==> src/rtl/nfccfg_defines.vh <==
// Constants for the frontend configuration store: offsets, fields, codes.
// Assumes registers of up to 32 bits placed one per aligned APB word.
`ifndef NFCCFG_DEFINES_VH
`define NFCCFG_DEFINES_VH

// ==========================================================================
// Register word indices; the byte address is four times these
`define NFCCFG_MISC_CONTROL 12'h0e8
`define NFCCFG_TYPE_A_DELAY_BASE 12'h0e9
`define NFCCFG_TYPE_B_DELAY_BASE 12'h0ea
`define NFCCFG_TYPE_F_DELAY_BASE 12'h0eb
`define NFCCFG_VICINITY_DELAY_BASE 12'h0ec
`define NFCCFG_ISO18000_V2_DELAY_BASE 12'h0ed
`define NFCCFG_ISO18000_V4_DELAY_BASE 12'h0ee
`define NFCCFG_RESERVED_EF 12'h0ef
`define NFCCFG_TEST_OUTPUT_KIND 12'h0f0
`define NFCCFG_TEST_SIGNAL_GROUP 12'h0f1
`define NFCCFG_TEST_LINE_SWAP 12'h0f2
`define NFCCFG_PAD_ROUTE_COUNT 12'h0f3
`define NFCCFG_PAD_ROUTE_ENTRY0 12'h0f4
`define NFCCFG_TECH_MASK 12'h100
`define NFCCFG_SYS_TRIM 12'h104
`define NFCCFG_TEST_ENABLE 12'h108
`define NFCCFG_STATUS 12'h10c
`define NFCCFG_DELAY_SELECT 12'h110
`define NFCCFG_DELAY_RESULT 12'h114
`define NFCCFG_PAD_ROUTE_NUM 3'h4

// ==========================================================================
// Miscellaneous control fields
`define NFCCFG_MISC_DELAY_EN 0
`define NFCCFG_MISC_TIMER_LO 1
`define NFCCFG_MISC_REG_OUT 3
`define NFCCFG_MISC_TRIM_CORR 4

// ==========================================================================
// Technology bitmask fields
`define NFCCFG_TECH_B_LO 20
`define NFCCFG_TECH_F212 24
`define NFCCFG_TECH_F424 25
`define NFCCFG_TECH_V100 26
`define NFCCFG_TECH_V10 27
`define NFCCFG_TECH_M3 28

// ==========================================================================
// Test bus codes
`define NFCCFG_KIND_ANALOG 8'h01
`define NFCCFG_KIND_DIGITAL 8'h02

// ==========================================================================
// Reset values
`define NFCCFG_RST_BYTE 8'h00
`define NFCCFG_RST_WORD 32'h00000000

`endif

==> src/rtl/nfccfg_store.v <==
// Configuration store of the contactless frontend, with APB access,
// delay scaling and test bus decode.
// Assumes one clock, an APB master, and synchronous inputs.
`timescale 1ns/1ps
`include "nfccfg_defines.vh"

// Notes on behaviour
// - Mask bits 20-23 select type B rates
// - Mask bits 24,25 select type F rates
// - Mask bits 26-28 select vicinity, mode 3
// - Misc bit 0 enables digital delay
// - Misc bits 2-1 pick timer 0-2
// - Misc bit 3 enables regulated output
// - Bit 4 adds system trim field
// - Only top-rate delays stored; rest derived
// - Type A lower rates scale 2,4,8
// - Type B lower rates scale 2,4,8
// - Type F 212 is twice base
// - Vicinity V10 rate twice base
// - Two separate mode 3 delay bases
// - Kind 1 analog, kind 2 digital
// - Signal group only valid codes accepted
// - Swap byte routes line 0/1
// - Count gives number of valid routes
// - Route entry: pad nibble, bus bit
// - Test output only when enabled
module nfccfg_store (
  input wire i_ref_clk,
  input wire i_arst_n,
  input wire i_psel,
  input wire i_penable,
  input wire i_pwrite,
  input wire [11:0] i_paddr,
  input wire [31:0] i_pwdata,
  input wire [7:0] i_test_bus,
  input wire [7:0] i_stored_trim,
  output reg [31:0] o_prdata,
  output reg o_pready,
  output reg o_pslverr,
  output reg o_auto_delay_enable,
  output reg [2:0] o_timer_select,
  output reg o_regulated_output_pin,
  output reg [7:0] o_gain_trim,
  output reg [10:0] o_active_delay,
  output reg o_analog_test_output,
  output reg o_digital_test_output,
  output reg [3:0] o_test_pad_out
);

  // ========================================================================
  // Storage
  reg [7:0] misc_q;
  reg [7:0] dly_q [0:5];
  reg [7:0] rsvd_ef_q;
  reg [7:0] kind_q;
  reg [7:0] group_q;
  reg [7:0] swap_q;
  reg [7:0] count_q;
  reg [7:0] route_q [0:3];
  reg [31:0] tech_q;
  reg [31:0] sys_q;
  reg test_en_q;
  reg [2:0] dsel_q;

  // Digital and analog group code check
  function group_ok;
    input [7:0] kind;
    input [7:0] code;
    begin
      group_ok = 1'b0;
      if (kind == `NFCCFG_KIND_DIGITAL) begin
        case (code)
          8'h00, 8'h01, 8'h10, 8'h1b, 8'h1d,
          8'h30, 8'h58, 8'h70, 8'h73: group_ok = 1'b1;
          default: group_ok = 1'b0;
        endcase
      end else if (kind == `NFCCFG_KIND_ANALOG) begin
        case (code)
          8'h01, 8'h02, 8'h03, 8'h04, 8'h05,
          8'h06, 8'h07, 8'h09, 8'h0a: group_ok = 1'b1;
          default: group_ok = 1'b0;
        endcase
      end
    end
  endfunction

  // Delay base times two to the power sh, widened so 8x still fits
  function [10:0] scale_dly;
    input [7:0] base;
    input [1:0] sh;
    begin
      case (sh)
        2'd0: scale_dly = {3'h0, base};
        2'd1: scale_dly = {2'h0, base, 1'b0};
        2'd2: scale_dly = {1'b0, base, 2'h0};
        2'd3: scale_dly = {base, 3'h0};
        default: scale_dly = {3'h0, base};
      endcase
    end
  endfunction

  // Shift for the highest set type A rate bit; none counts as 106
  function [1:0] a_rate;
    input [3:0] bits;
    begin
      if (bits[3])
        a_rate = 2'd0;
      else if (bits[2])
        a_rate = 2'd1;
      else if (bits[1])
        a_rate = 2'd2;
      else
        a_rate = 2'd3;
    end
  endfunction

  // One-hot timer select; the unused code 11b selects none
  function [2:0] timer_onehot;
    input [1:0] code;
    begin
      case (code)
        2'b00: timer_onehot = 3'b001;
        2'b01: timer_onehot = 3'b010;
        2'b10: timer_onehot = 3'b100;
        default: timer_onehot = 3'b000;
      endcase
    end
  endfunction

  // Route entry names this pad and a plain test bus bit
  function route_hit;
    input [7:0] entry;
    input integer pad;
    begin
      route_hit = (entry[7:4] == pad) && (entry[3] == 1'b0);
    end
  endfunction

  // ========================================================================
  // APB access; pready answers one cycle into the access phase
  wire acc = i_psel & i_penable & ~o_pready;
  wire [7:0] wb = i_pwdata[7:0];
  reg mapped;
  reg [31:0] rd;

  // Each byte register sits in its own word; the word index is the
  // register offset, so software uses four times the offset as address.
  wire [11:0] idx = {2'b00, i_paddr[11:2]};
  wire [11:0] ws = idx;

  always @* begin
    mapped = 1'b1;
    rd = `NFCCFG_RST_WORD;
    case (idx)
      `NFCCFG_MISC_CONTROL: rd = {24'h000000, misc_q};
      `NFCCFG_TYPE_A_DELAY_BASE: rd = {24'h000000, dly_q[0]};
      `NFCCFG_TYPE_B_DELAY_BASE: rd = {24'h000000, dly_q[1]};
      `NFCCFG_TYPE_F_DELAY_BASE: rd = {24'h000000, dly_q[2]};
      `NFCCFG_VICINITY_DELAY_BASE: rd = {24'h000000, dly_q[3]};
      `NFCCFG_ISO18000_V2_DELAY_BASE: rd = {24'h000000, dly_q[4]};
      `NFCCFG_ISO18000_V4_DELAY_BASE: rd = {24'h000000, dly_q[5]};
      `NFCCFG_RESERVED_EF: rd = {24'h000000, rsvd_ef_q};
      `NFCCFG_TEST_OUTPUT_KIND: rd = {24'h000000, kind_q};
      `NFCCFG_TEST_SIGNAL_GROUP: rd = {24'h000000, group_q};
      `NFCCFG_TEST_LINE_SWAP: rd = {24'h000000, swap_q};
      `NFCCFG_PAD_ROUTE_COUNT: rd = {24'h000000, count_q};
      12'h0f4: rd = {24'h000000, route_q[0]};
      12'h0f5: rd = {24'h000000, route_q[1]};
      12'h0f6: rd = {24'h000000, route_q[2]};
      12'h0f7: rd = {24'h000000, route_q[3]};
      `NFCCFG_TECH_MASK: rd = tech_q;
      `NFCCFG_SYS_TRIM: rd = sys_q;
      `NFCCFG_TEST_ENABLE: rd = {31'h00000000, test_en_q};
      `NFCCFG_STATUS: rd = {29'h00000000, group_ok(kind_q, group_q),
        o_digital_test_output, o_analog_test_output};
      `NFCCFG_DELAY_SELECT: rd = {29'h00000000, dsel_q};
      `NFCCFG_DELAY_RESULT: rd = {21'h000000, o_active_delay};
      default: mapped = 1'b0;
    endcase
  end

  always @(posedge i_ref_clk or negedge i_arst_n) begin
    if (!i_arst_n) begin
      o_pready <= 1'b0;
      o_pslverr <= 1'b0;
      o_prdata <= `NFCCFG_RST_WORD;
    end else begin
      o_pready <= acc;
      o_pslverr <= acc & ~mapped;
      o_prdata <= (acc & ~i_pwrite) ? rd : `NFCCFG_RST_WORD;
    end
  end

  // Writes land in the cycle pready is asserted
  wire wt = i_psel & i_penable & o_pready & i_pwrite;

  always @(posedge i_ref_clk or negedge i_arst_n) begin
    if (!i_arst_n) begin
      misc_q <= `NFCCFG_RST_BYTE;
      rsvd_ef_q <= `NFCCFG_RST_BYTE;
      kind_q <= `NFCCFG_RST_BYTE;
      group_q <= `NFCCFG_RST_BYTE;
      swap_q <= `NFCCFG_RST_BYTE;
      count_q <= `NFCCFG_RST_BYTE;
      tech_q <= `NFCCFG_RST_WORD;
      sys_q <= `NFCCFG_RST_WORD;
      test_en_q <= 1'b0;
      dsel_q <= 3'h0;
    end else if (wt) begin
      case (ws)
        `NFCCFG_MISC_CONTROL: misc_q <= wb;
        `NFCCFG_RESERVED_EF: rsvd_ef_q <= wb;
        `NFCCFG_TEST_OUTPUT_KIND: kind_q <= wb;
        `NFCCFG_TEST_SIGNAL_GROUP: begin
          // Codes invalid for the current kind are dropped silently,
          // so software writes the kind first.
          if (group_ok(kind_q, wb))
            group_q <= wb;
        end
        `NFCCFG_TEST_LINE_SWAP: swap_q <= wb;
        `NFCCFG_PAD_ROUTE_COUNT: count_q <= wb;
        `NFCCFG_TECH_MASK: tech_q <= i_pwdata;
        `NFCCFG_SYS_TRIM: sys_q <= i_pwdata;
        `NFCCFG_TEST_ENABLE: test_en_q <= i_pwdata[0];
        `NFCCFG_DELAY_SELECT: dsel_q <= i_pwdata[2:0];
        default: ;
      endcase
    end
  end

  genvar g;
  generate
    for (g = 0; g < 6; g = g + 1) begin : g_dly
      always @(posedge i_ref_clk or negedge i_arst_n) begin
        if (!i_arst_n)
          dly_q[g] <= `NFCCFG_RST_BYTE;
        else if (wt && ws == `NFCCFG_TYPE_A_DELAY_BASE + g)
          dly_q[g] <= wb;
      end
    end
    for (g = 0; g < 4; g = g + 1) begin : g_rte
      always @(posedge i_ref_clk or negedge i_arst_n) begin
        if (!i_arst_n)
          route_q[g] <= `NFCCFG_RST_BYTE;
        else if (wt && ws == `NFCCFG_PAD_ROUTE_ENTRY0 + g)
          route_q[g] <= wb;
      end
    end
  endgenerate

  // ========================================================================
  // Delay derivation from the technology bitmask
  reg [10:0] dly_d;
  always @* begin
    dly_d = 11'h000;
    case (dsel_q)
      3'h0: dly_d = scale_dly(dly_q[0], a_rate(tech_q[19:16]));
      3'h1: begin
        if (tech_q[`NFCCFG_TECH_B_LO + 3])
          dly_d = {3'h0, dly_q[1]};
        else if (tech_q[`NFCCFG_TECH_B_LO + 2])
          dly_d = scale_dly(dly_q[1], 2'd1);
        else if (tech_q[`NFCCFG_TECH_B_LO + 1])
          dly_d = scale_dly(dly_q[1], 2'd2);
        else if (tech_q[`NFCCFG_TECH_B_LO])
          dly_d = scale_dly(dly_q[1], 2'd3);
      end
      3'h2: begin
        if (tech_q[`NFCCFG_TECH_F424])
          dly_d = {3'h0, dly_q[2]};
        else if (tech_q[`NFCCFG_TECH_F212])
          dly_d = scale_dly(dly_q[2], 2'd1);
      end
      3'h3: begin
        if (tech_q[`NFCCFG_TECH_V100])
          dly_d = {3'h0, dly_q[3]};
        else if (tech_q[`NFCCFG_TECH_V10])
          dly_d = scale_dly(dly_q[3], 2'd1);
      end
      3'h4: dly_d = tech_q[`NFCCFG_TECH_M3] ? {3'h0, dly_q[4]} : 11'h000;
      3'h5: dly_d = tech_q[`NFCCFG_TECH_M3] ? {3'h0, dly_q[5]} : 11'h000;
      default: dly_d = 11'h000;
    endcase
  end

  // ========================================================================
  // Decoded outputs
  // Swap 0 copies line zero onto line one, 1 copies line one onto zero
  wire [7:0] tb_map = swap_q[0] ? {i_test_bus[7:2], i_test_bus[1],
    i_test_bus[1]} : {i_test_bus[7:2], i_test_bus[0], i_test_bus[0]};

  // Each pad takes the last counted entry that names it
  wire [3:0] pad_d;
  generate
    for (g = 0; g < 4; g = g + 1) begin : g_pad
      reg pad_bit;
      integer k;
      always @* begin
        pad_bit = 1'b0;
        for (k = 0; k < 4; k = k + 1) begin
          if (k < count_q && route_hit(route_q[k], g))
            pad_bit = tb_map[route_q[k][2:0]];
        end
      end
      assign pad_d[g] = pad_bit;
    end
  endgenerate

  reg [7:0] trim_d;
  always @* begin
    trim_d = i_stored_trim;
    if (misc_q[`NFCCFG_MISC_TRIM_CORR])
      trim_d = i_stored_trim + sys_q[19:12];
  end

  // ========================================================================
  // Registered outputs, so every port comes from a flip-flop

  always @(posedge i_ref_clk or negedge i_arst_n) begin
    if (!i_arst_n) begin
      o_auto_delay_enable <= 1'b0;
      o_timer_select <= 3'h0;
      o_regulated_output_pin <= 1'b0;
      o_gain_trim <= `NFCCFG_RST_BYTE;
      o_active_delay <= 11'h000;
      o_analog_test_output <= 1'b0;
      o_digital_test_output <= 1'b0;
      o_test_pad_out <= 4'h0;
    end else begin
      o_auto_delay_enable <= misc_q[`NFCCFG_MISC_DELAY_EN];
      o_timer_select <= timer_onehot(misc_q[2:1]);
      o_regulated_output_pin <= misc_q[`NFCCFG_MISC_REG_OUT];
      o_gain_trim <= trim_d;
      o_active_delay <= misc_q[`NFCCFG_MISC_DELAY_EN] ? dly_d : 11'h000;
      o_analog_test_output <= test_en_q &&
        kind_q == `NFCCFG_KIND_ANALOG;
      o_digital_test_output <= test_en_q &&
        kind_q == `NFCCFG_KIND_DIGITAL;
      o_test_pad_out <= test_en_q ? pad_d : 4'h0;
    end
  end

endmodule

==> config.mk <==
export PLATFORM = sky130hd
export DESIGN_NAME = nfccfg_store
export DESIGN_NICKNAME = d
export VERILOG_FILES = /design/src/rtl/nfccfg_store.v
export VERILOG_INCLUDE_DIRS = /design/src /design/src/rtl
export SDC_FILE = /design/constraint.sdc
export NUM_CORES = 1
export LEC_CHECK = 0
export ABC_AREA = 1
export BUFFER_PORTS_ARGS = -buffer_cell sky130_fd_sc_hd__buf_2
export CAP_MARGIN = 20
export CORE_MARGIN = 3
export CORE_UTILIZATION = 60
export CTS_CLUSTER_DIAMETER = 40
export DETAILED_ROUTE_END_ITERATION = 10
export HOLD_SLACK_MARGIN = 0.1
export PLACE_DENSITY_LB_ADDON = 0.25
export SLEW_MARGIN = 20
export SYNTH_ARGS = -nofsm -noshare
export SYNTH_HDL_FRONTEND = slang
export SYNTH_SLANG_ARGS = --single-unit
==> constraint.sdc <==
create_clock -name i_ref_clk -period 2 [get_ports i_ref_clk]
set_input_delay 0.3 -clock i_ref_clk [delete_from_list [all_inputs] [get_ports i_ref_clk]]
set_output_delay 0.3 -clock i_ref_clk [all_outputs]
set_load 0.05 [all_outputs]
==> flow_summary.ini <==
[cts]
clk_latency_ns = 0.52
cts_tree = done
h-tree-depth = 2
cts.clk_slew.worst_paths_ns = 0.06
cts_made_buffers = 36
clockBufferDepth = 3
cts.sinks = 260
cts_setup_buffers = 0
clockRootBuffer = clkbuf_16

[sta]
skew_ns = 0.01243
finalCriticalPeriod_ns = 1.878
slew_headroom = 0.6438
drv_slew = 0
tightest_slew_ns = 0.5343
hold_viol = 0
period_share = 0.9388
fin_tns_setup_ns = 0
rsz0062_at_grt = false
setup_viol = 0
max_freq_ghz = 0.5326

[synth]
synth_edf_count = 0
ys_warn_count = 0
ys_ff_latch = 260
synthCells = 1825
yosys.area.top_type = dfrtp_1
synthesis.area_um2 = 13720
synth_area_per_cell_um2 = 7.517
synth_cell_types = 42
synthFlopType = dfrtp_1
async_flop_share = 1.000
ys_top_cells_by_area = dfrtp_1, nand2_1, o21ai_0
synthesis.nets = 1904
synth_top_area_share = 0.4743
yosysSeqAreaShare = 0.4743

[setup_path]
critPathKind = in2reg
critPathLaunch = i_penable
crit_required_ns = 2.44
r2r_start = o_pready
reg2reg_depth = 5
worstPathCellList = dlygate4sd3_1 > buf_2 > nand2_1 > dlygate4sd3_1 > nor2_2 > inv_1 > nor2_2 > nand2_4 > buf_12 > a21oi_1
crit_fanout = 16
critical-path-top-delay-family = buffers and inverters
max_stage_delay_ns = 0.56
cp_slowest_cell = dlygate4sd3_1
r2r-end = swap_q[2]
r2r_setup_slack_ns = 0.15
critPathLaunchType = input port
endpoint_kind = flop
crit_buf_inv = 5
crit_cells = 10
crit_end = o_prdata[31]
critPathArrivalTime_ns = 2.31

[worst_hold_path]
worstHoldStart = i_pwdata[12]
holdCritPathClass = in2reg

[floorplan]
fp.dieH_um = 157.2
dieArea_um2 = 24710
die_w_um = 157.2
io-pin-count = 129
rows = 54
initial_core_util = 0.6190
core_area_um2 = 22160

[pwr]
p_clk_frac = 0.526
swShare = 0.2389
p_int_mw = 9.597
p_per_area_nw_per_um2 = 742.5
vdd_ir_drop_max_v = 0.0006432
switchingPower_mw = 3.012
p_leak_nw = 8.105
p_seq_frac = 0.419
combPwrFrac = 0.055
finalPower_mw = 12.61

[place]
place.gp.congestion = 1.013
dp_hpwl_um = 31810
placed_area_um2 = 15380
port_buffers = 126

[global_route]
grt_util_all_layers = 0.3702
grt_pass1_wl_um = 71810
first_global_vias = 13512
antenna_found_initial = 1
grt_max_degree = 65
overflow = 0

[drt]
drt_first_iter_violations = 1880
routed_wl_um = 45580
drcViolationCount = 0
wire_per_inst_um = 19.22
firstDrtPassIters = 6
vias = 14016
ant_nets = 0
viasPerCell = 5.909

[finish]
diodes = 0
nets = 2145
fillCellCount = 1647
drive_gt1_frac = 0.1716
area_delta_synth_final_pct = 23.79
final_area_um2 = 16980

[flow_run]
max_cap_violations = 0

[run_status]
outcome = finished clean
power by group through the flow:
stage | clock [mW] | combinational (mW) | sequential, mW
floorplan | 0 | 0.203 | 5.42
global placement | 0 | 0.610 | 5.38
detailed placement | 0 | 0.620 | 5.38
CTS | 6.63 | 0.679 | 5.28
global route | 6.91 | 0.747 | 5.28
finish | 6.63 | 0.692 | 5.28
synthesized netlist by cell type, drive strengths merged (6+ instances only):
library cell,number
buf,33
inv,189
o221ai,8
nand3,96
o22ai,22
ha,13
clkbuf,37
nor3,20
nand4,74
a22oi,6
dfrtp,260
a21oi,61
o21ai,232
o211ai,10
nor2,191
nand2,545
area by class of cell:
type | count | area [µm²] | area share
clock buffer | 41 | 939.7 | 0.05533
multi-input combinational | 1306 | 6172 | 0.3635
tap | 280 | 350.3 | 0.02063
timing repair buffer | 273 | 1992 | 0.1173
clock inverter | 23 | 307.8 | 0.01813
sequential | 260 | 6506 | 0.3831
inverter | 189 | 713.2 | 0.04200
kinds of logic after synthesis:
kind of cell    Yosys count  synth area share
xor+xnor                  4          0.002554
simple gates            937            0.2903
flops                   260            0.4743
fa+ha+maj                14           0.01332
buf+inv                 259           0.07671
compound gates          351            0.1428
how the worst min path moves through the flow:
stage,endpoint,slack (ns),cells after the start
after global routing,tech_q[12],0.13,3
after global placement,sys_q[29],0.28,1
final,tech_q[12],0.13,3
after CTS,sys_q[12],0.11,3
after detailed placement,tech_q[29],0.29,1
after floorplan,count_q[0],0.004,0
per-stage QoR:
step	instances	setup WS [ns]	utilization	hold slack (ns)
5_1_grt	2372	0.01218	0.7663	0.1277
3_5_place_dp	2274	0.01066	0.6940	0.2868
2_1_floorplan	1825	0.08796	-	0.004409
4_1_cts	2372	0.06055	0.7656	0.1113
6_report	2372	0.1225	0.7663	0.1287
3_3_place_gp	2274	0.02677	0.6940	0.2792
registers in the layout, indices dropped and copies added (netlist names), 3 cells and up:
| signal | count |
|---|---|
| route_q | 24 |
| dly_q | 48 |
| group_q | 8 |
| o_test_pad_out | 4 |
| o_gain_trim | 8 |
| o_active_delay | 11 |
| misc_q | 8 |
| kind_q | 8 |
| sys_q | 32 |
| swap_q | 8 |
| route_hit.entry | 8 |
| o_prdata | 32 |
| tech_q | 32 |
| dsel_q | 3 |
| rsvd_ef_q | 8 |
| o_timer_select | 3 |
| count_q | 8 |
metal layers:
metal | track usage | up-vias | wire, µm
li1 | - | 6500 | -
met1 | 0.5204 | 6633 | 18860
met2 | 0.5977 | 761 | 21400
met3 | 0.05637 | 122 | 4027
met4 | 0.1165 | 0 | 1289
met5 | 0 | - | 0
layout by cell type, fill, tap and decap left out, types with 3 or more instances in the layout:
master	synthesis	layout
a21boi_0	3	3
a21oi_1	41	41
a21oi_2	20	20
a22oi_1	6	6
a31oi_1	3	3
buf_12	0	13
buf_2	25	125
buf_4	1	100
bufinv_16	0	5
clkbuf_1	37	3
clkbuf_16	0	36
clkinv_4	0	6
clkinvlp_4	0	5
dfrtp_1	260	260
dlygate4sd3_1	0	34
ha_1	13	13
inv_1	182	181
inv_2	7	7
inv_6	0	3
nand2_1	538	537
nand2_2	5	6
nand3_1	93	93
nand3_2	3	3
nand3b_1	4	4
nand4_1	74	74
nor2_1	180	176
nor2_2	7	11
nor2_4	4	4
nor3_1	19	19
o211ai_1	10	10
o21ai_0	204	203
o21ai_1	28	29
o221ai_1	8	8
o22ai_1	22	22
or2_2	3	3
xor2_1	4	4
worst min-delay path, cell delays in order:
cell     delay (ns)
buf_2          0.10
inv_1          0.08
o21ai_0        0.11
what timing repair did:
item,4_1_cts,5_1_grt
endpoints found under the setup margin,0,41
hold endpoints to repair,110,0
hold buffers,34,0
resized for setup,0,6
No activity file was read; power rests on OpenSTA's default activity.
